`src/logic/rtcc_pkg.sv`:
```
package rtcc_pkg;
	// ---------------------------------------------------------------
	// Register map (byte addresses)
	// ---------------------------------------------------------------
	localparam logic [7:0] CMD_OFS = 8'h00;
	localparam logic [7:0] TALLY_OFS = 8'h04;
	localparam logic [7:0] CTDP_OFS = 8'h08;
	localparam logic [7:0] TXSTAT_OFS = 8'h0c;

	// ---------------------------------------------------------------
	// Command register bit positions
	// ---------------------------------------------------------------
	localparam int HALT_BIT = 0;
	localparam int START_BIT = 1;
	localparam int RECEIVE_DISABLE_BIT_BIT = 2;
	localparam int RECEIVE_ENABLE_BIT_BIT = 3;
	localparam int ATL_BIT = 9;

	// Transmit status bit positions (write one to clear)
	localparam int EXC_BIT = 0;
	localparam int EXD_BIT = 1;
	localparam int FU_BIT = 2;
	localparam int BCM_BIT = 3;
	localparam int ABORT_W = 4;

	localparam logic [31:0] RDATA_RST = 32'h0000_0000;

	typedef enum logic [1:0] {
		TX_IDLE = 2'b00,
		TX_LOAD = 2'b01,
		TX_RUN = 2'b10
	} rtcc_tx_state_t;

	// Abort status flags reported by the transmit MAC, one-cycle pulses
	typedef struct packed {
		logic byte_count_mismatch_flag;
		logic fifo_underrun_flag;
		logic excessive_deferral_flag;
		logic excessive_collision_flag;
	} rtcc_tx_flags_t;
endpackage : rtcc_pkg

```
`src/logic/rtcc_cmd_ctrl.sv`:
```
// The implementer's own choices: the register addresses and the strobed register port.
`timescale 1ns/1ps
module rtcc_cmd_ctrl #(
	parameter int TALLY_W = 16,
	parameter int PTR_W = 32
) (
	input wire logic clk,
	input wire logic resetn,
	input wire logic [7:0] addr,
	input wire logic [31:0] wdata,
	input wire logic wr,
	input wire logic rd,
	output logic [31:0] rdata,
	input wire logic rx_pkt_start,
	input wire logic rx_pkt_end,
	input wire logic rx_pkt_active,
	input wire logic net_active,
	input wire logic net_event,
	input wire logic atl_busy,
	input wire logic tx_load_done,
	input wire logic tx_frame_busy,
	input wire logic tx_desc_next,
	input wire logic [PTR_W-1:0] tx_desc_addr,
	input wire logic tx_eol_done,
	input wire rtcc_pkg::rtcc_tx_flags_t tx_flags,
	output logic rx_buffering,
	output logic tx_load,
	output logic tx_run,
	output logic [PTR_W-1:0] current_tx_descriptor_pointer
);
	// ---------------------------------------------------------------
	// Decode
	// ---------------------------------------------------------------
	logic wr_cmd;
	logic wr_stat;
	logic set_receive_enable_bit;
	logic set_receive_disable_bit;
	logic set_start;
	logic set_halt;
	logic abort_hit;
	logic halt_done;
	logic tx_end;
	logic receive_enable_bit_r;
	logic receive_disable_bit_r;
	logic rx_dis_last_r;
	logic transmit_start_bit_r;
	logic transmit_halt_bit_r;
	logic [TALLY_W-1:0] tally_r;
	logic [rtcc_pkg::ABORT_W-1:0] tx_stat_r;
	rtcc_pkg::rtcc_tx_state_t tx_state_r;

	assign wr_cmd = wr && (addr == rtcc_pkg::CMD_OFS);
	assign wr_stat = wr && (addr == rtcc_pkg::TXSTAT_OFS);
	assign set_receive_enable_bit = wr_cmd && wdata[rtcc_pkg::RECEIVE_ENABLE_BIT_BIT];
	assign set_receive_disable_bit = wr_cmd && wdata[rtcc_pkg::RECEIVE_DISABLE_BIT_BIT];
	// Start is dropped when it would collide with a table load, which would hang
	assign set_start = wr_cmd && wdata[rtcc_pkg::START_BIT] && !wdata[rtcc_pkg::ATL_BIT]
		&& !atl_busy && !transmit_start_bit_r;
	assign set_halt = wr_cmd && wdata[rtcc_pkg::HALT_BIT];
	assign abort_hit = |tx_flags;
	assign halt_done = transmit_halt_bit_r && (tx_state_r != rtcc_pkg::TX_IDLE)
		&& !tx_frame_busy;
	assign tx_end = (tx_state_r == rtcc_pkg::TX_RUN && tx_eol_done) || halt_done
		|| (tx_state_r != rtcc_pkg::TX_IDLE && abort_hit);

	// ---------------------------------------------------------------
	// Receive enable / disable interlock
	// ---------------------------------------------------------------
	always_ff @(posedge clk or negedge resetn) begin
		if (!resetn) begin
			receive_enable_bit_r <= 1'b0;
		end else if (set_receive_enable_bit) begin
			receive_enable_bit_r <= 1'b1;
		end else if (set_receive_disable_bit && !rx_pkt_active) begin
			receive_enable_bit_r <= 1'b0;
		end else if (receive_enable_bit_r && receive_disable_bit_r && !rx_pkt_active
			&& !net_active) begin
			// Both set: settle once the line is quiet; disable wins if it came last
			receive_enable_bit_r <= !rx_dis_last_r;
		end
	end

	always_ff @(posedge clk or negedge resetn) begin
		if (!resetn) begin
			rx_dis_last_r <= 1'b0;
		end else if (set_receive_disable_bit) begin
			rx_dis_last_r <= 1'b1;
		end else if (set_receive_enable_bit) begin
			rx_dis_last_r <= 1'b0;
		end
	end

	always_ff @(posedge clk or negedge resetn) begin
		if (!resetn) begin
			receive_disable_bit_r <= 1'b1;
		end else if (set_receive_disable_bit) begin
			receive_disable_bit_r <= 1'b1;
		end else if (set_receive_enable_bit && !rx_pkt_active && !net_active) begin
			receive_disable_bit_r <= 1'b0;
		end else if (receive_enable_bit_r && receive_disable_bit_r && !rx_dis_last_r
			&& !rx_pkt_active && !net_active) begin
			receive_disable_bit_r <= 1'b0;
		end
	end

	// Buffering is decided only at a frame's first cycle, never mid-frame
	always_ff @(posedge clk or negedge resetn) begin
		if (!resetn) begin
			rx_buffering <= 1'b0;
		end else if (rx_pkt_start) begin
			rx_buffering <= receive_enable_bit_r && !receive_disable_bit_r;
		end else if (rx_pkt_end) begin
			rx_buffering <= 1'b0;
		end
	end

	// Counts regardless of the receiver state; wraps
	always_ff @(posedge clk or negedge resetn) begin
		if (!resetn) begin
			tally_r <= '0;
		end else if (net_event) begin
			tally_r <= tally_r + 1'b1;
		end
	end

	// ---------------------------------------------------------------
	// Transmit command
	// ---------------------------------------------------------------
	always_ff @(posedge clk or negedge resetn) begin
		if (!resetn) begin
			tx_state_r <= rtcc_pkg::TX_IDLE;
		end else begin
			case (tx_state_r)
				rtcc_pkg::TX_IDLE: begin
					if (set_start) begin
						tx_state_r <= rtcc_pkg::TX_LOAD;
					end
				end
				rtcc_pkg::TX_LOAD: begin
					if (tx_end) begin
						tx_state_r <= rtcc_pkg::TX_IDLE;
					end else if (tx_load_done) begin
						tx_state_r <= rtcc_pkg::TX_RUN;
					end
				end
				rtcc_pkg::TX_RUN: begin
					if (tx_end) begin
						tx_state_r <= rtcc_pkg::TX_IDLE;
					end
				end
				default: begin
					tx_state_r <= rtcc_pkg::TX_IDLE;
				end
			endcase
		end
	end

	always_ff @(posedge clk or negedge resetn) begin
		if (!resetn) begin
			transmit_start_bit_r <= 1'b0;
		end else if (set_start) begin
			transmit_start_bit_r <= 1'b1;
		end else if (tx_end) begin
			transmit_start_bit_r <= 1'b0;
		end
	end

	// A halt written while idle has nothing to stop and is dropped at once
	always_ff @(posedge clk or negedge resetn) begin
		if (!resetn) begin
			transmit_halt_bit_r <= 1'b0;
		end else if (set_halt && transmit_start_bit_r) begin
			transmit_halt_bit_r <= 1'b1;
		end else if (tx_end || !transmit_start_bit_r) begin
			transmit_halt_bit_r <= 1'b0;
		end
	end

	always_ff @(posedge clk or negedge resetn) begin
		if (!resetn) begin
			tx_load <= 1'b0;
			tx_run <= 1'b0;
		end else begin
			tx_load <= set_start;
			tx_run <= (tx_state_r == rtcc_pkg::TX_RUN) && !tx_end;
		end
	end

	// Pointer only moves while running; the descriptor that ends under a halt is still
	// recorded, so a halt leaves the last processed one in place
	always_ff @(posedge clk or negedge resetn) begin
		if (!resetn) begin
			current_tx_descriptor_pointer <= '0;
		end else if (tx_desc_next && tx_state_r == rtcc_pkg::TX_RUN) begin
			current_tx_descriptor_pointer <= tx_desc_addr;
		end
	end

	// Sticky abort causes; a new event beats a same-cycle clear
	always_ff @(posedge clk or negedge resetn) begin
		if (!resetn) begin
			tx_stat_r <= '0;
		end else begin
			tx_stat_r <= (wr_stat ? (tx_stat_r & ~wdata[rtcc_pkg::ABORT_W-1:0]) : tx_stat_r)
				| tx_flags;
		end
	end

	// ---------------------------------------------------------------
	// Read port
	// ---------------------------------------------------------------
	always_ff @(posedge clk or negedge resetn) begin
		if (!resetn) begin
			rdata <= rtcc_pkg::RDATA_RST;
		end else if (!rd) begin
			rdata <= rtcc_pkg::RDATA_RST;
		end else if (addr == rtcc_pkg::CMD_OFS) begin
			rdata <= {22'h000000, atl_busy, 5'h00, receive_enable_bit_r,
				receive_disable_bit_r, transmit_start_bit_r, transmit_halt_bit_r};
		end else if (addr == rtcc_pkg::TALLY_OFS) begin
			rdata <= 32'(tally_r);
		end else if (addr == rtcc_pkg::CTDP_OFS) begin
			rdata <= 32'(current_tx_descriptor_pointer);
		end else if (addr == rtcc_pkg::TXSTAT_OFS) begin
			rdata <= 32'(tx_stat_r);
		end else begin
			rdata <= rtcc_pkg::RDATA_RST;
		end
	end

	// ---------------------------------------------------------------
	// Assertions
	// ---------------------------------------------------------------
	a_receive_enable_bit_clears_dis: assert property (@(posedge clk) disable iff (!resetn)
		set_receive_enable_bit && !set_receive_disable_bit && !rx_pkt_active && !net_active |=> !receive_disable_bit_r)
		else $error("receive disable not cleared by idle enable");
	a_no_mid_buffer: assert property (@(posedge clk) disable iff (!resetn)
		$rose(rx_buffering) |-> $past(rx_pkt_start))
		else $error("buffering began mid packet");
	a_dis_stops_buf: assert property (@(posedge clk) disable iff (!resetn)
		rx_pkt_start && receive_disable_bit_r |=> !rx_buffering)
		else $error("disabled receiver buffered a packet");
	a_dis_holds_en: assert property (@(posedge clk) disable iff (!resetn)
		set_receive_disable_bit && !set_receive_enable_bit && receive_enable_bit_r && rx_pkt_active
		|=> receive_enable_bit_r && receive_disable_bit_r)
		else $error("enable dropped during packet");
	a_tally_counts: assert property (@(posedge clk) disable iff (!resetn)
		net_event |=> tally_r == $past(tally_r) + 1'b1)
		else $error("tally missed event");
	a_start_loads: assert property (@(posedge clk) disable iff (!resetn)
		set_start |=> tx_load && transmit_start_bit_r ##1 !tx_load)
		else $error("start did not pulse load");
	a_abort_clears: assert property (@(posedge clk) disable iff (!resetn)
		abort_hit && tx_state_r != rtcc_pkg::TX_IDLE |=> !transmit_start_bit_r && !tx_run)
		else $error("abort left start set");
	a_eol_clears: assert property (@(posedge clk) disable iff (!resetn)
		tx_state_r == rtcc_pkg::TX_RUN && tx_eol_done |=> tx_state_r == rtcc_pkg::TX_IDLE)
		else $error("end of list did not stop transmit");
	a_halt_waits: assert property (@(posedge clk) disable iff (!resetn)
		transmit_halt_bit_r && tx_frame_busy && !abort_hit && !tx_eol_done
		|=> transmit_start_bit_r)
		else $error("halt cut a frame short");
	a_halt_selfclr: assert property (@(posedge clk) disable iff (!resetn)
		halt_done |=> !transmit_halt_bit_r && !transmit_start_bit_r)
		else $error("halt bit not cleared");
	a_ptr_frozen: assert property (@(posedge clk) disable iff (!resetn)
		tx_state_r == rtcc_pkg::TX_IDLE |=> $stable(current_tx_descriptor_pointer))
		else $error("pointer moved while stopped");
	a_ptr_tracks: assert property (@(posedge clk) disable iff (!resetn)
		tx_desc_next && tx_state_r == rtcc_pkg::TX_RUN
		|=> current_tx_descriptor_pointer == $past(tx_desc_addr))
		else $error("processed descriptor not recorded");
	a_atl_blocks: assert property (@(posedge clk) disable iff (!resetn)
		!transmit_start_bit_r && atl_busy |=> !transmit_start_bit_r)
		else $error("start accepted during table load");
endmodule : rtcc_cmd_ctrl

```
`config.mk`:
```
export PLATFORM = sky130hd
export DESIGN_NAME = rtcc_cmd_ctrl
export DESIGN_NICKNAME = d
export VERILOG_FILES = /design/src/logic/rtcc_pkg.sv /design/src/logic/rtcc_cmd_ctrl.sv
export SDC_FILE = /design/constraint.sdc
export NUM_CORES = 1
export LEC_CHECK = 0
export BUFFER_PORTS_ARGS = -buffer_cell sky130_fd_sc_hd__buf_4
export CORE_AREA = 4 4 95 97
export CTS_BUF_LIST = sky130_fd_sc_hd__clkbuf_16
export CTS_CLUSTER_DIAMETER = 40
export DETAILED_ROUTE_END_ITERATION = 12
export DIE_AREA = 0 0 99 101
export HOLD_SLACK_MARGIN = 0.1
export PLACE_DENSITY = 0.8
export SLEW_MARGIN = 20
export SYNTH_ARGS = -nofsm -noshare
export SYNTH_HDL_FRONTEND = slang
export SYNTH_SLANG_ARGS = --single-unit
```
`constraint.sdc`:
```
create_clock -name clk -period 1.39 [get_ports clk]
set_input_delay 0.139 -clock clk [delete_from_list [all_inputs] [get_ports clk]]
set_output_delay 0.139 -clock clk [all_outputs]
set_load 0.01 [all_outputs]
```
==> flow_summary.toml <==
[sta]
fmax_ghz = 0.724
worstMarginPinSlew_ns = 0.911
fin_skew_ns = 0.00606
hold_viol = 0
final_max_slew_viol_count = 0
setup_tns_ns = 0
setup_violations = 0
rsz0062_at_grt = "true"
post-route-worst-setup-slack_ns = 0.00909
fin_crit_sh_pct = 99.3
period_needed_ns = 1.38
whs_ns = 0.115
relSlewSlack_pct = 39.2

[global_routing]
antenna_found_initial = 0
grt_remaining_overflow = 0
track_usage_pct = 20.4
grt_pass1_vias = 3326
grt_max_degree = 88
grt_pass1_wl_um = 16100

[cells_and_area]
final_nets = 582
final_area_mm2 = 0.00582
fin_cells = 600
area_growth_pct = 51.6
num-fill-cells = 529
num_antenna_cells = 0
fin_util_pct = 71.5
layout-drive-gt1-share_pct = 43.4

[placement]
place_congestion = 0.805
dp_cells = 540
dp.final_hpwl_um = 6820
io_buffers = 129
place_area_mm2 = 0.00504
post-place-ws_ns = -0.0376

[run]
maxCapViolations = 0

[logic_synthesis]
yosys.area.top_type = "dfrtp_1"
ys_ff_latch = 94
netlist.area_leader.share_pct = 60.6
synth-async-reset-ratio_pct = 100
synth_area_leaders = "dfrtp_1 61%, mux2_2 9.7%, and2_1 2.6%, nor2_1 2.3%, a22oi_1 2.2%"
synth_flop_cell = "dfrtp_1"
syn_avg_cell_area_um2 = 12.9
yosysSeqAreaShare_pct = 61.3
synthesis.area_mm2 = 0.00384
yosysWarnings = 0
synth_cell_types = 49
synth_edf_count = 0
syn_inst = 297
syn-num-nets = 388

[critical_path]
critPathMaxFanout = 6
startpoint_type = "primary input"
regToRegSetupSlack_ns = 0.03
cp_common_cell = "buf_4"
max_stage_delay_ns = 0.52
end_kind = "register"
cpLargestDelayFamily = "buffers and inverters"
cp_slowest_cell = "dlygate4sd3_1"
crit_arrival_ns = 1.64
crit_type = "in2reg"
path_buf_inv = 3
worstPathCellList = "dlygate4sd3_1 -> buf_4 -> nand4_1 -> buf_4 -> nor3_1 -> xnor2_1"
required_ns = 1.65

[power_and_ir_drop]
power.share.clock_pct = 37.3
power_mw = 6.04
ir_worst_vdd_v = 0.000646
switching_share_pct = 25.2
p_sw_mw = 1.53
pwr-share-comb_pct = 13.5
p_leak_nw = 2.93
power.density_mw_per_mm2 = 1040
p_int_mw = 4.52
seq_power_share_pct = 49.2

[clock_network]
h-tree-depth = 3
path_clk_slew_ns = 0.07
ctsLongestPathBuffers = 2
cts_root_buf = "clkbuf_16"
cts.sinks = 94
tritoncts = "done"
cts_inserted_buffers = 9
insertion_delay_ns = 0.33

[min_path]
hold_path.class = "in2reg"

[die]
rows = 33
io_pins = 157
initial_core_util_pct = 47.2
fp.dieH_um = 101
core-area_mm2 = 0.00813
die_area_mm2 = 0.0100
die_w_um = 99

[routing]
drc = 0
ant_nets = 0
vias = 3138
wl_um = 10300
drt_iter0_markers = 115
viasPerCell = 5.23
drt_pass1_iterations = 4
wl_per_cell_um = 17.2

[run_status]
status = "completed"
[registers in the layout (all words and copies together) (netlist names)]
| register | flops |
|---|---|
| current_tx_descriptor_pointer | 32 |
| rdata | 32 |
| tally_r | 16 |
| tx_stat_r | 4 |
| tx_state_r | 2 |
| receive_disable_bit_r | 1 |
| receive_enable_bit_r | 1 |
| rx_buffering | 1 |
| rx_dis_last_r | 1 |
| transmit_halt_bit_r | 1 |
| transmit_start_bit_r | 1 |
| tx_load | 1 |
| tx_run | 1 |
[cells in the mapped netlist (3+ instances only)]
library cell and n:
nand3_1 5, and2_1 16, nor4_1 6, o2111a_1 4
a21oi_1 3, nor3_1 4, mux2i_1 4, buf_2 5
xor2_1 9, nand2b_1 6, mux2_2 33, inv_1 8
nand2_1 14, nor2b_1 3, nor2_1 24, nand4_1 6
a41oi_1 3, dfrtp_1 93, xnor2_1 6, a22oi_1 11
[placed cells by master (no fill, tap or decap), types with 6 or more instances in the layout]
cell | Yosys | routed
a22oi_1 | 11 | 11
and2_1 | 16 | 16
buf_4 | 1 | 147
clkbuf_16 | 0 | 9
dfrtp_1 | 93 | 92
dlygate4sd3_1 | 0 | 44
inv_1 | 8 | 8
mux2_2 | 33 | 33
nand2_1 | 14 | 14
nand2b_1 | 6 | 6
nand4_1 | 6 | 6
nor2_1 | 24 | 24
xnor2_1 | 6 | 6
xor2_1 | 9 | 9
[what timing repair did]
| action | 4_1_cts | 5_1_grt |
|---|---|---|
| gates resized for setup | 1 | 9 |
| hold buffers | 44 | 0 |
| hold endpoints to repair | 134 | 0 |
| pin swaps | 0 | 2 |
| setup buffers | 0 | 1 |
| endpoints found under the setup margin | 1 | 12 |
[power groups by stage]
stage / Sequential (mW) / Clock [mW] / Combinational [mW]
floorplan: 2.98 / 0 / 0.276
global placement: 2.98 / 0 / 0.656
detailed placement: 2.99 / 0 / 0.683
CTS: 2.94 / 2.28 / 0.788
global route: 2.98 / 2.38 / 0.898
finish: 2.97 / 2.26 / 0.817
[tightest hold or removal path, cell delays in order]
cell and delay [ns]:
buf_4 0.10, nand2_1 0.08, o32ai_1 0.08
[layer usage]
metal  GRT usage [%]  routed length, um  vias to the layer above
li1                -                  -                     1442
met1            24.0               4030                     1561
met2            37.1               5520                      116
met3            4.57                585                       19
met4            6.41                189                        0
met5               0                  0                        -
[cell type report]
cell class | instances | area [um^2] | share of cell area [%]
clock buffer | 9 | 225 | 3.87
clock inverter | 6 | 46.3 | 0.796
inverter | 8 | 30.0 | 0.516
multi-input combinational | 185 | 1450 | 24.9
sequential | 94 | 2350 | 40.5
tap | 105 | 131 | 2.26
timing repair buffer | 193 | 1580 | 27.2
[cell families (layout without fill, tap and decap cells)]
logic type,Yosys count,in the layout,share of synthesized area [%]
simple gates,99,99,14.6
flops,94,94,61.3
mux,37,37,10.7
compound gates,33,33,7.17
buf+inv,18,216,2.41
xor+xnor,15,15,3.42
fa+ha+maj,1,1,0.326
[worst paths after layout]
| check | from | endpoint | cells after the start |
|---|---|---|---|
| setup / recovery | net_event | tally_r[11] | 6 |
| hold / removal | wdata[0] | transmit_halt_bit_r | 3 |
| setup reg to reg | tally_r[10] | tally_r[15] | 3 |
| hold reg to reg | tally_r[15] | tally_r[15] | 1 |
| max in group asynchronous | resetn | tally_r[0] | 3 |
| min in group asynchronous | resetn | tx_load | 2 |
No activity file was read; power rests on OpenSTA's default activity.
